<file path="config.mk">
export PLATFORM = sky130hd
export DESIGN_NAME = cvlbo_regs
export DESIGN_NICKNAME = d
export VERILOG_FILES = /design/src/cvlbo_pkg.sv /design/src/cvlbo_addr_calc.sv /design/src/cvlbo_regs.sv
export SDC_FILE = /design/constraint.sdc
export NUM_CORES = 1
export LEC_CHECK = 0
export ABC_CLOCK_PERIOD_IN_PS = 4100
export BUFFER_PORTS_ARGS = -buffer_cell sky130_fd_sc_hd__buf_2
export CAP_MARGIN = 20
export CORE_UTILIZATION = 54
export DETAILED_ROUTE_END_ITERATION = 8
export GPL_ROUTABILITY_DRIVEN = 0
export GPL_TIMING_DRIVEN = 0
export PLACE_DENSITY = 0.82
export REMOVE_ABC_BUFFERS = 1
export SLEW_MARGIN = 20
export SYNTH_ARGS = -nofsm -noshare
export SYNTH_HDL_FRONTEND = slang
export SYNTH_HIERARCHICAL = 1
export SYNTH_SLANG_ARGS = --single-unit
</file>
<file path="constraint.sdc">
create_clock -name pclk -period 4.1 [get_ports pclk]
set_input_delay 0.205 -clock pclk [delete_from_list [all_inputs] [get_ports pclk]]
set_output_delay 0.205 -clock pclk [all_outputs]
set_load 0.03 [all_outputs]
</file>
<file path="src/cvlbo_pkg.sv">
package cvlbo_pkg;
   // Register byte offsets on the 12-bit APB address
   localparam logic [11:0] CTRL_OFS = 12'h000;
   localparam logic [11:0] OFF0_OFS = 12'h024;
   localparam logic [11:0] RBP_OFS = 12'h028;
   localparam logic [11:0] OFF1_OFS = 12'h02C;
   localparam logic [11:0] RADDR_OFS = 12'h030;
   localparam logic [11:0] CADDR_OFS = 12'h034;
   // Widths
   localparam int ADDR_W = 24;
   localparam int OFF_W = 7;
   localparam int IDX_W = 7;
   // Field positions
   localparam int CTRL_EN_BIT = 0;
   localparam int CTRL_SMA_BIT = 1;
   localparam int RBP_LSB = 2;
   localparam int RBP_MSB = 19;
   // Writable bits of the result base pointer
   localparam logic [23:0] RBP_WMASK = 24'h0FFFFC;
   // Reset and fixed values
   localparam logic [23:0] RBP_RESET = 24'h000000;
   localparam logic [6:0] OFF1_RESET = 7'h00;
   localparam logic [6:0] OFF0_VALUE = 7'h00;
   localparam logic CTRL_EN_RESET = 1'b0;
   localparam logic CTRL_SMA_RESET = 1'b0;
   // Byte shift per list unit: 16-bit results, 32-bit commands
   localparam int RES_SHIFT = 1;
   localparam int CMD_SHIFT = 2;
endpackage : cvlbo_pkg

</file>
<file path="src/cvlbo_addr_calc.sv">
`timescale 1ns/1ps
module cvlbo_addr_calc #(
   parameter int SHIFT = 1
) (
   // Clock and reset
   input wire logic clk,
   input wire logic rstn,
   input wire logic ce,
   // Address terms
   input wire logic [cvlbo_pkg::ADDR_W-1:0] base,
   input wire logic [cvlbo_pkg::OFF_W-1:0] offset,
   input wire logic [cvlbo_pkg::IDX_W-1:0] index,
   // Byte address
   output logic [cvlbo_pkg::ADDR_W-1:0] addr
);
   import cvlbo_pkg::*;

   // Offset and index are object counts, scaled to bytes
   wire logic [7:0] units = {1'b0, offset} + {1'b0, index};
   wire logic [ADDR_W-1:0] scaled = ADDR_W'(units) << SHIFT;
   wire logic [ADDR_W-1:0] addr_nxt = base + scaled;

   always_ff @(posedge clk or negedge rstn) begin
      if (!rstn) begin
         addr <= '0;
      end else if (ce) begin
         addr <= addr_nxt;
      end
   end
endmodule : cvlbo_addr_calc

</file>
<file path="src/cvlbo_regs.sv">
// Function
// - Result base field writes accepted only when converter disabled or special access set.
// - Result base pointer is the base of result lists in system RAM.
// - List 0 offset register is read-only; writes do nothing.
// - List 0 offset is always zero; list 0 starts at the base pointers.
// - Offsets count objects: 16-bit results, 32-bit commands.
// - List 1 uses the programmable offset against both base pointers.
// - List 1 offset writable only when disabled or special access set.
// - Selected offset applies to result stores and command fetches alike.
// - Result address is base pointer plus active offset plus result index.
`timescale 1ns/1ps
module cvlbo_regs (
   // Clock, reset, enable
   input wire logic pclk,
   input wire logic presetn,
   input wire logic ce,
   // APB slave
   input wire logic psel,
   input wire logic penable,
   input wire logic pwrite,
   input wire logic [11:0] paddr,
   input wire logic [31:0] pwdata,
   output logic [31:0] prdata,
   output logic pready,
   output logic pslverr,
   // Converter side
   input wire logic [cvlbo_pkg::ADDR_W-1:0] command_base_pointer,
   input wire logic list_sel,
   input wire logic [cvlbo_pkg::IDX_W-1:0] result_index_counter,
   input wire logic [cvlbo_pkg::IDX_W-1:0] command_index,
   output logic converter_enable,
   output logic special_mode_access_bit,
   output logic [cvlbo_pkg::ADDR_W-1:0] result_addr,
   output logic [cvlbo_pkg::ADDR_W-1:0] command_addr
);
   import cvlbo_pkg::*;

   ////////////////////////////////////////////////////////////////////////////////
   // Registers
   logic en_r;
   logic sma_r;
   logic [ADDR_W-1:0] rbp_r;
   logic [OFF_W-1:0] off1_r;
   logic [31:0] prdata_r;
   logic pslverr_r;

   ////////////////////////////////////////////////////////////////////////////////
   // Decode
   wire logic sel_ctrl = (paddr == CTRL_OFS);
   wire logic sel_off0 = (paddr == OFF0_OFS);
   wire logic sel_rbp = (paddr == RBP_OFS);
   wire logic sel_off1 = (paddr == OFF1_OFS);
   wire logic sel_radd = (paddr == RADDR_OFS);
   wire logic sel_cadd = (paddr == CADDR_OFS);
   wire logic mapped = sel_ctrl | sel_off0 | sel_rbp | sel_off1 | sel_radd | sel_cadd;
   wire logic setup = psel & ~penable;
   wire logic access = psel & penable & ce;
   wire logic wr = access & pwrite;
   wire logic wr_ok = ~en_r | sma_r;
   wire logic wr_ctrl = wr & sel_ctrl;
   wire logic wr_rbp = wr & sel_rbp & wr_ok;
   wire logic wr_off1 = wr & sel_off1 & wr_ok;
   wire logic [ADDR_W-1:0] rbp_nxt = pwdata[ADDR_W-1:0] & RBP_WMASK;
   wire logic [OFF_W-1:0] off1_nxt = pwdata[OFF_W-1:0];

   // Read data; list 0 offset is a constant, never written
   wire logic [31:0] prdata_nxt =
      sel_ctrl ? {30'h0, sma_r, en_r} :
      sel_off0 ? {25'h0, OFF0_VALUE} :
      sel_rbp ? {8'h0, rbp_r} :
      sel_off1 ? {25'h0, off1_r} :
      sel_radd ? {8'h0, result_addr} :
      sel_cadd ? {8'h0, command_addr} : 32'h0;

   // Active list offset for both lists
   wire logic [OFF_W-1:0] act_off = list_sel ? off1_r : OFF0_VALUE;

   assign prdata = prdata_r;
   assign pslverr = pslverr_r & access;
   assign pready = access;
   assign converter_enable = en_r;
   assign special_mode_access_bit = sma_r;

   ////////////////////////////////////////////////////////////////////////////////
   // State
   always_ff @(posedge pclk or negedge presetn) begin
      if (!presetn) begin
         en_r <= CTRL_EN_RESET;
         sma_r <= CTRL_SMA_RESET;
      end else if (wr_ctrl) begin
         en_r <= pwdata[CTRL_EN_BIT];
         sma_r <= pwdata[CTRL_SMA_BIT];
      end
   end

   always_ff @(posedge pclk or negedge presetn) begin
      if (!presetn) begin
         rbp_r <= RBP_RESET;
      end else if (wr_rbp) begin
         rbp_r <= rbp_nxt;
      end
   end

   always_ff @(posedge pclk or negedge presetn) begin
      if (!presetn) begin
         off1_r <= OFF1_RESET;
      end else if (wr_off1) begin
         off1_r <= off1_nxt;
      end
   end

   // Read data captured in the setup cycle
   always_ff @(posedge pclk or negedge presetn) begin
      if (!presetn) begin
         prdata_r <= 32'h0;
         pslverr_r <= 1'b0;
      end else if (ce && setup) begin
         prdata_r <= pwrite ? 32'h0 : prdata_nxt;
         pslverr_r <= ~mapped;
      end
   end

   ////////////////////////////////////////////////////////////////////////////////
   // Address generation
   cvlbo_addr_calc #(.SHIFT(RES_SHIFT)) u_res_addr (
      .clk(pclk),
      .rstn(presetn),
      .ce(ce),
      .base(rbp_r),
      .offset(act_off),
      .index(result_index_counter),
      .addr(result_addr)
   );

   cvlbo_addr_calc #(.SHIFT(CMD_SHIFT)) u_cmd_addr (
      .clk(pclk),
      .rstn(presetn),
      .ce(ce),
      .base(command_base_pointer),
      .offset(act_off),
      .index(command_index),
      .addr(command_addr)
   );
endmodule : cvlbo_regs
</file>
==> flow_metrics.env, run 1 <==
export IMPL_ys_ff_latch=100
export IMPL_cts_tree="done"
export IMPL_antenna_found_initial=1
export IMPL_multi_input_area_sq_um=3700
export IMPL_dpl_hpwl_mm=12.6
export IMPL_syn_inst=623
export IMPL_wire_per_inst_um=18.5
export IMPL_fin_tns_setup_ns=0
export IMPL_ant_nets=0
export IMPL_r2r_end="u_res_addr/addr[20]"
export IMPL_clock_sinks=100
export IMPL_path_class="reg2reg"
export IMPL_synth_top_area_cell="dfrtp_1"
export IMPL_maxCapViolCount=0
export IMPL_seq_area_frac_synth_pct=39.4
export IMPL_track_usage_pct=28.0
export IMPL_setup_violations=0
export IMPL_coreArea_sq_um=11400
export IMPL_grt_pass1_wl_mm=27.4
export IMPL_ys_flop_type="dfrtp_1"
export IMPL_crit_family="compound AO/OA/AOI/OAI gates"
export IMPL_worstHoldEndpoint="rbp_r[18]"
export IMPL_ys_warn_count=6
export IMPL_skew_ns=0.00793
export IMPL_worst_pin_slew_ns=0.984
export IMPL_grt_pass1_vias=5457
export IMPL_hp_class="in2reg"
export IMPL_drt_pass1_iter_count=5
export IMPL_htree_levels=3
export IMPL_cp_start_kind="flip-flop"
export IMPL_synth_edf_count=0
export IMPL_r2r_setup_slack_ns=0.27
export IMPL_ys_types=65
export IMPL_post_route_drc_count=0
export IMPL_timing_fmax_mhz=261
export IMPL_finalMaxSlewViolations=0
export IMPL_yosys_top_cells_count="100 x dfrtp_1, 54 x mux2_2, 43 x a21oi_1, 38 x nor2_1, 35 x o21ai_0"
export IMPL_initial_core_util_pct=55.6
export IMPL_viasPerCell=6.07
export IMPL_io_pins=173
export IMPL_syn2layout_area_growth_pct=19.0
export IMPL_syn_area_sq_um=6350
export IMPL_grt_overflow=0
export IMPL_design_die_area_sq_um=12200
export IMPL_async_flop_share_pct=100
export IMPL_hold_violations=0
export IMPL_ir_drop_mv=0.281
export IMPL_final_nets=899
export IMPL_wirelength_mm=17.1
export IMPL_power_density_nw_per_um2=324
export IMPL_fin_crit_ns=3.83
export IMPL_status="completed"
export IMPL_end_kind="flip-flop"
export IMPL_vias=5601
export IMPL_rsz0062_at_grt="false"
export IMPL_whs_ns=0.0771
export IMPL_numCtsBuffers=9
export IMPL_critPathMostFrequentCell="a21oi_1"
export IMPL_grt_max_degree=77
export IMPL_drt_iter0_markers=314
export IMPL_fill_cells=902
export IMPL_synthTopCellsByArea="dfrtp_1 39%, mux2_2 9.6%, ha_1 6.3%, xnor2_1 3.4%, a21oi_1 3.4%"
export IMPL_critPathBufInv=0
export IMPL_crit_fanout=7
export IMPL_fp_row_count=39
export IMPL_drive_above_1_share_pct=30.9
export IMPL_port_buffers=152
export IMPL_cts_setup_buffers=0
export IMPL_cp_required_ns=4.37
export IMPL_min_path_cells=2
export IMPL_relSlewSlack_pct=34.4
export IMPL_die_h_um=110
export IMPL_min_from="pwdata[18]"
export IMPL_synth_top_cell_area_share_pct=39.4
export IMPL_crit_chain="and2_1 > ha_1 > fa_1 > a21o_1 > a21oi_1 > o21bai_1 > a21oi_1 > xnor2_1 > ha_1 > nand2_1 > a2111o_1 > a211oi_1 > xnor2_1 > a21oi_1"
export IMPL_period_share_pct=93.5
export IMPL_path_clk_slew_ns=0.07
export IMPL_p_leak_nw=3.68
export IMPL_critical_path_arrival_ns=4.10
export IMPL_clockBufferDepth=2
export IMPL_cp_slowest_stage_delay_ns=0.49
export IMPL_root_buffer="clkbuf_16"
export IMPL_syn_avg_cell_area_sq_um=10.2
export IMPL_slowest_stage="a2111o_1"
export IMPL_seq_area_sq_um=2500
export IMPL_reg2reg_from="off1_r[0]"
export IMPL_clock_latency_ns=0.34
export IMPL_rr_worst_depth=14
export IMPL_die_w_um=110
export IMPL_yosysMostFrequentCell="dfrtp_1"
==> report_power, final <==
| group | total [W] | leakage [nW] | internal, W | switching, W |
|---|---|---|---|---|
| Combinational | 0.000486 | 2.25 | 0.000177 | 0.000309 |
| Clock | 0.000867 | 0.142 | 0.000492 | 0.000375 |
| Sequential | 0.00109 | 1.29 | 0.00104 | 0.0000541 |
==> area by class of cell <==
| cell class | instances | share of cell area [%] |
|---|---|---|
| diodes | 1 | 0.0331 |
| clock buffers | 11 | 3.21 |
| clock inverters | 5 | 0.778 |
| inverters | 13 | 0.646 |
| multi-input cells | 494 | 48.9 |
| flip-flops and latches | 100 | 33.1 |
| well taps | 143 | 2.37 |
| repair buffers | 156 | 10.9 |
==> state kept, by name (all words and copies together) (netlist names) <==
register and cells:
rbp_r 18, converter_enable 1, u_cmd_addr/addr 24, pslverr_r 1
off1_r 7, special_mode_access_bit 1, u_res_addr/addr 24, prdata 24
==> worst max path at each step <==
stage               from             endpoint  slack [ns]  cells after the start
4_1_cts        off1_r[0]  u_res_addr/addr[12]        0.25                     14
5_1_grt        off1_r[0]  u_res_addr/addr[20]        0.03                     14
3_3_place_gp          ce            prdata[6]        0.07                      5
6_report       off1_r[0]  u_res_addr/addr[20]        0.27                     14
3_5_place_dp   off1_r[0]  u_res_addr/addr[20]        0.27                     14
2_1_floorplan  off1_r[0]  u_res_addr/addr[18]        0.83                     14
==> layer usage <==
metal | vias up | share of wire, % | track usage (%)
met3 | 43 | 6.4 | 4.88
met1 | 2728 | 41 | 35.2
met4 | 0 | 3.7 | 12.4
met5 | - | 0 | 0
li1 | 2589 | - | -
met2 | 241 | 49 | 47.2
==> cells by family (layout without fill, tap and decap cells) <==
family,after synthesis,in the layout,share of synthesized area (%)
AO/OA/AOI/OAI,160,160,16.8
buffers and inverters,46,185,3.72
AND/OR/NAND/NOR,164,164,13.7
flip-flops,100,100,39.4
XOR/XNOR,42,42,5.79
adder cells (fa/ha/maj),36,36,7.57
other,1,19,0.0591
multiplexers,74,74,12.9
==> per-stage QoR <==
step / worst slack [ns] / std cells / total power [W] / util [%] / area (sq um)
global placement: 0.0746 / 902 / 0.00157 / 62.8 / 7170
detailed placement: 0.268 / 905 / 0.00160 / 63.4 / 7230
CTS: 0.248 / 922 / 0.00246 / 66.1 / 7550
global route: 0.0283 / 922 / 0.00255 / 66.2 / 7550
floorplan: 0.828 / 607 / 0.00139 / - / 6230
finish: 0.268 / 923 / 0.00245 / 66.2 / 7560
==> what timing repair did <==
action                                 4_1_cts  5_1_grt
endpoints found under the hold margin       44        0
hold buffers                                 1        0
setup endpoints to repair                    0        3
resized for setup                            0        1
==> layout by cell type, fill, tap and decap left out, types with 3 or more instances in the layout <==
cell type and instances:
a22oi_1 18, ha_1 32, nor2_1 38, and3_1 11, a211oi_1 7, conb_1 18, nand4_1 13, dfrtp_1 100
a2111o_1 4, o21bai_1 5, mux2i_1 10, nor3_1 7, buf_2 150, xor2_1 17, a21oi_1 43, nand3_1 17
and2_1 16, a21o_1 11, or3_1 4, clkbuf_16 9, a31oi_1 4, o211ai_1 5, inv_1 13, nor2b_1 4
mux2_1 10, o21ai_0 35, a32oi_1 6, nand2_1 33, o2111ai_1 6, fa_1 4, and4_1 3, mux2_2 54
xnor2_1 25
(Power assumes the default switching activity.)
==> run 2, diff against run 1 <==
--- a/config.mk
+++ b/config.mk
@@ -12,7 +12,7 @@
 export DETAILED_ROUTE_END_ITERATION = 8
 export GPL_ROUTABILITY_DRIVEN = 0
 export GPL_TIMING_DRIVEN = 0
-export PLACE_DENSITY = 0.82
+export PLACE_DENSITY = 0.91
 export REMOVE_ABC_BUFFERS = 1
 export SLEW_MARGIN = 20
 export SYNTH_ARGS = -nofsm -noshare
==> run 2 against run 1 <==
Combinational power about the same. Count of clock-buffer cells in the layout down 2. Die area is the same. Power is 1.7% lower. Fmax grew 0.74%. Final area down 0.30%. Core utilization is 0.20 points lower. First-iteration DRC count grew 10%.
==> flow_metrics.env, run 2 (same netlist as run 1, synthesis figures left out) <==
export IMPL_final_common_cell="buf_2"
export IMPL_antenna_found_initial=0
export IMPL_cts_tree="done"
export IMPL_io_pins=173
export IMPL_period_share_pct=92.8
export IMPL_initial_core_util_pct=55.6
export IMPL_final_nets=899
export IMPL_dpl_cell_area_sq_um=7240
export IMPL_vias=5494
export IMPL_root_buffer="clkbuf_16"
export IMPL_fill_cells=909
export IMPL_final_cell_mix="150 x buf_2, 100 x dfrtp_1, 54 x mux2_2"
export IMPL_critPathMostFrequentCell="a21oi_1"
export IMPL_design_die_area_sq_um=12200
export IMPL_viasPerCell=5.96
export IMPL_end_kind="flip-flop"
export IMPL_worstSetupStartpoint="off1_r[0]"
export IMPL_rsz0062_at_grt="false"
export IMPL_final_util_pct=66.0
export IMPL_power_density_nw_per_um2=319
export IMPL_min_from="pwdata[14]"
export IMPL_slowest_stage="a211oi_2"
export IMPL_seq_area_sq_um=2500
export IMPL_whs_ns=0.0663
export IMPL_numCtsBuffers=9
export IMPL_cp_required_ns=4.30
export IMPL_relSlewSlack_pct=30.9
export IMPL_post_route_drc_count=0
export IMPL_port_buffers=152
export IMPL_final_design_area_no_fill_sq_um=7530
export IMPL_wirelength_mm=16.9
export IMPL_dpl_hpwl_mm=12.4
export IMPL_wire_per_inst_um=18.3
export IMPL_use_met3_pct=6.31
export IMPL_antenna_cells=0
export IMPL_track_usage_pct=28.3
export IMPL_grt_max_degree=77
export IMPL_grt_util_met1_pct=36.7
export IMPL_path_clk_slew_ns=0.08
export IMPL_cts_setup_buffers=0
export IMPL_drt_iter0_markers=346
export IMPL_met2_usage_pct=46.5
export IMPL_ir_drop_mv=0.349
export IMPL_critical_path_arrival_ns=4.01
export IMPL_p_leak_nw=3.67
export IMPL_clock_sinks=100
export IMPL_die_h_um=110
export IMPL_status="completed"
export IMPL_ant_nets=0
export IMPL_clockBufferDepth=2
export IMPL_drive_above_1_share_pct=31.1
export IMPL_busiest_layer="met2"
export IMPL_grt_pass1_vias=5281
export IMPL_setup_violations=0
export IMPL_worst_pin_slew_ns=1.04
export IMPL_critPathBufInv=0
export IMPL_die_w_um=110
export IMPL_reg2reg_from="off1_r[0]"
export IMPL_crit_family="compound AO/OA/AOI/OAI gates"
export IMPL_htree_levels=3
export IMPL_crit_chain="and2_1 > ha_1 > fa_1 > a21o_1 > a21oi_1 > o21bai_1 > a21oi_1 > xnor2_1 > ha_1 > and3_1 > a211oi_2 > a21boi_0 > xnor2_1 > a21oi_1"
export IMPL_crit_fanout=7
export IMPL_timing_fmax_mhz=263
export IMPL_multi_input_area_sq_um=3690
export IMPL_hp_class="in2reg"
export IMPL_grt_overflow=0
export IMPL_skew_ns=0.0145
export IMPL_drt_pass1_iter_count=5
export IMPL_coreArea_sq_um=11400
export IMPL_syn2layout_area_growth_pct=18.6
export IMPL_maxCapViolCount=0
export IMPL_fp_row_count=39
export IMPL_grt_pass1_wl_mm=27.4
export IMPL_path_class="reg2reg"
export IMPL_hold_violations=0
export IMPL_finalMaxSlewViolations=0
export IMPL_hold_buffers=1
export IMPL_fin_tns_setup_ns=0
export IMPL_cp_start_kind="flip-flop"
export IMPL_cp_slowest_stage_delay_ns=0.54
export IMPL_fin_crit_ns=3.80
export IMPL_ctsResizeCount=0
export IMPL_clock_latency_ns=0.36
[run 2: changes by cell type in the layout (fill, tap and decap cells not counted), sizes merged]
cell and change:
bufinv -1, clkbuf -2, clkinv +2, diode -1, inv +1
[run 2: where the power goes]
part	internal (W)	switching (W)
Combinational	0.000177	0.000308
Sequential	0.00104	0.0000541
Clock	0.000421	0.000405
Total	0.00164	0.000767
[run 2: area by class of cell]
| class | instances | share of cell area, % |
|---|---|---|
| clock buffer | 9 | 2.99 |
| sequential | 100 | 33.2 |
| clock inverter | 7 | 0.797 |
| timing repair buffer | 156 | 11.0 |
| multi-input combinational | 494 | 49.0 |
| tap | 143 | 2.38 |
| inverter | 13 | 0.648 |
[run 2: routing by layer]
layer | vias up | share of wire (%)
li1 | 2592 | -
met1 | 2638 | 42
met2 | 234 | 48
met3 | 30 | 6.9
met4 | 0 | 2.9
met5 | - | 0
[run 2: metrics by stage]
step           total power (W)  setup slack (ns)  cells
4_1_cts                0.00242             0.367    922
3_5_place_dp           0.00159             0.399    905
2_1_floorplan          0.00139             0.828    607
3_3_place_gp           0.00158           0.00658    902
5_1_grt                0.00250            0.0860    922
6_report               0.00241             0.296    922
[run 2: worst paths after layout]
path                            slack, ns  depth (start not counted)                  end
worst max-delay path                 0.30                         14  u_res_addr/addr[12]
worst min-delay path                 0.07                          2            rbp_r[14]
worst max register to register       0.30                         14  u_res_addr/addr[12]
worst min register to register       0.48                          2           prdata[11]
max in group asynchronous            3.16                          3            rbp_r[19]
min in group asynchronous            0.32                          2   u_cmd_addr/addr[2]
[run 2: worst reg2reg max path: cells and delay by family, from the launching register on]
kind | cells | cell delay [ns]
xor+xnor | 2 | 0.34
fa+ha+maj | 3 | 0.95
flops | 1 | 0.40
compound gates | 7 | 1.55
simple gates | 2 | 0.43
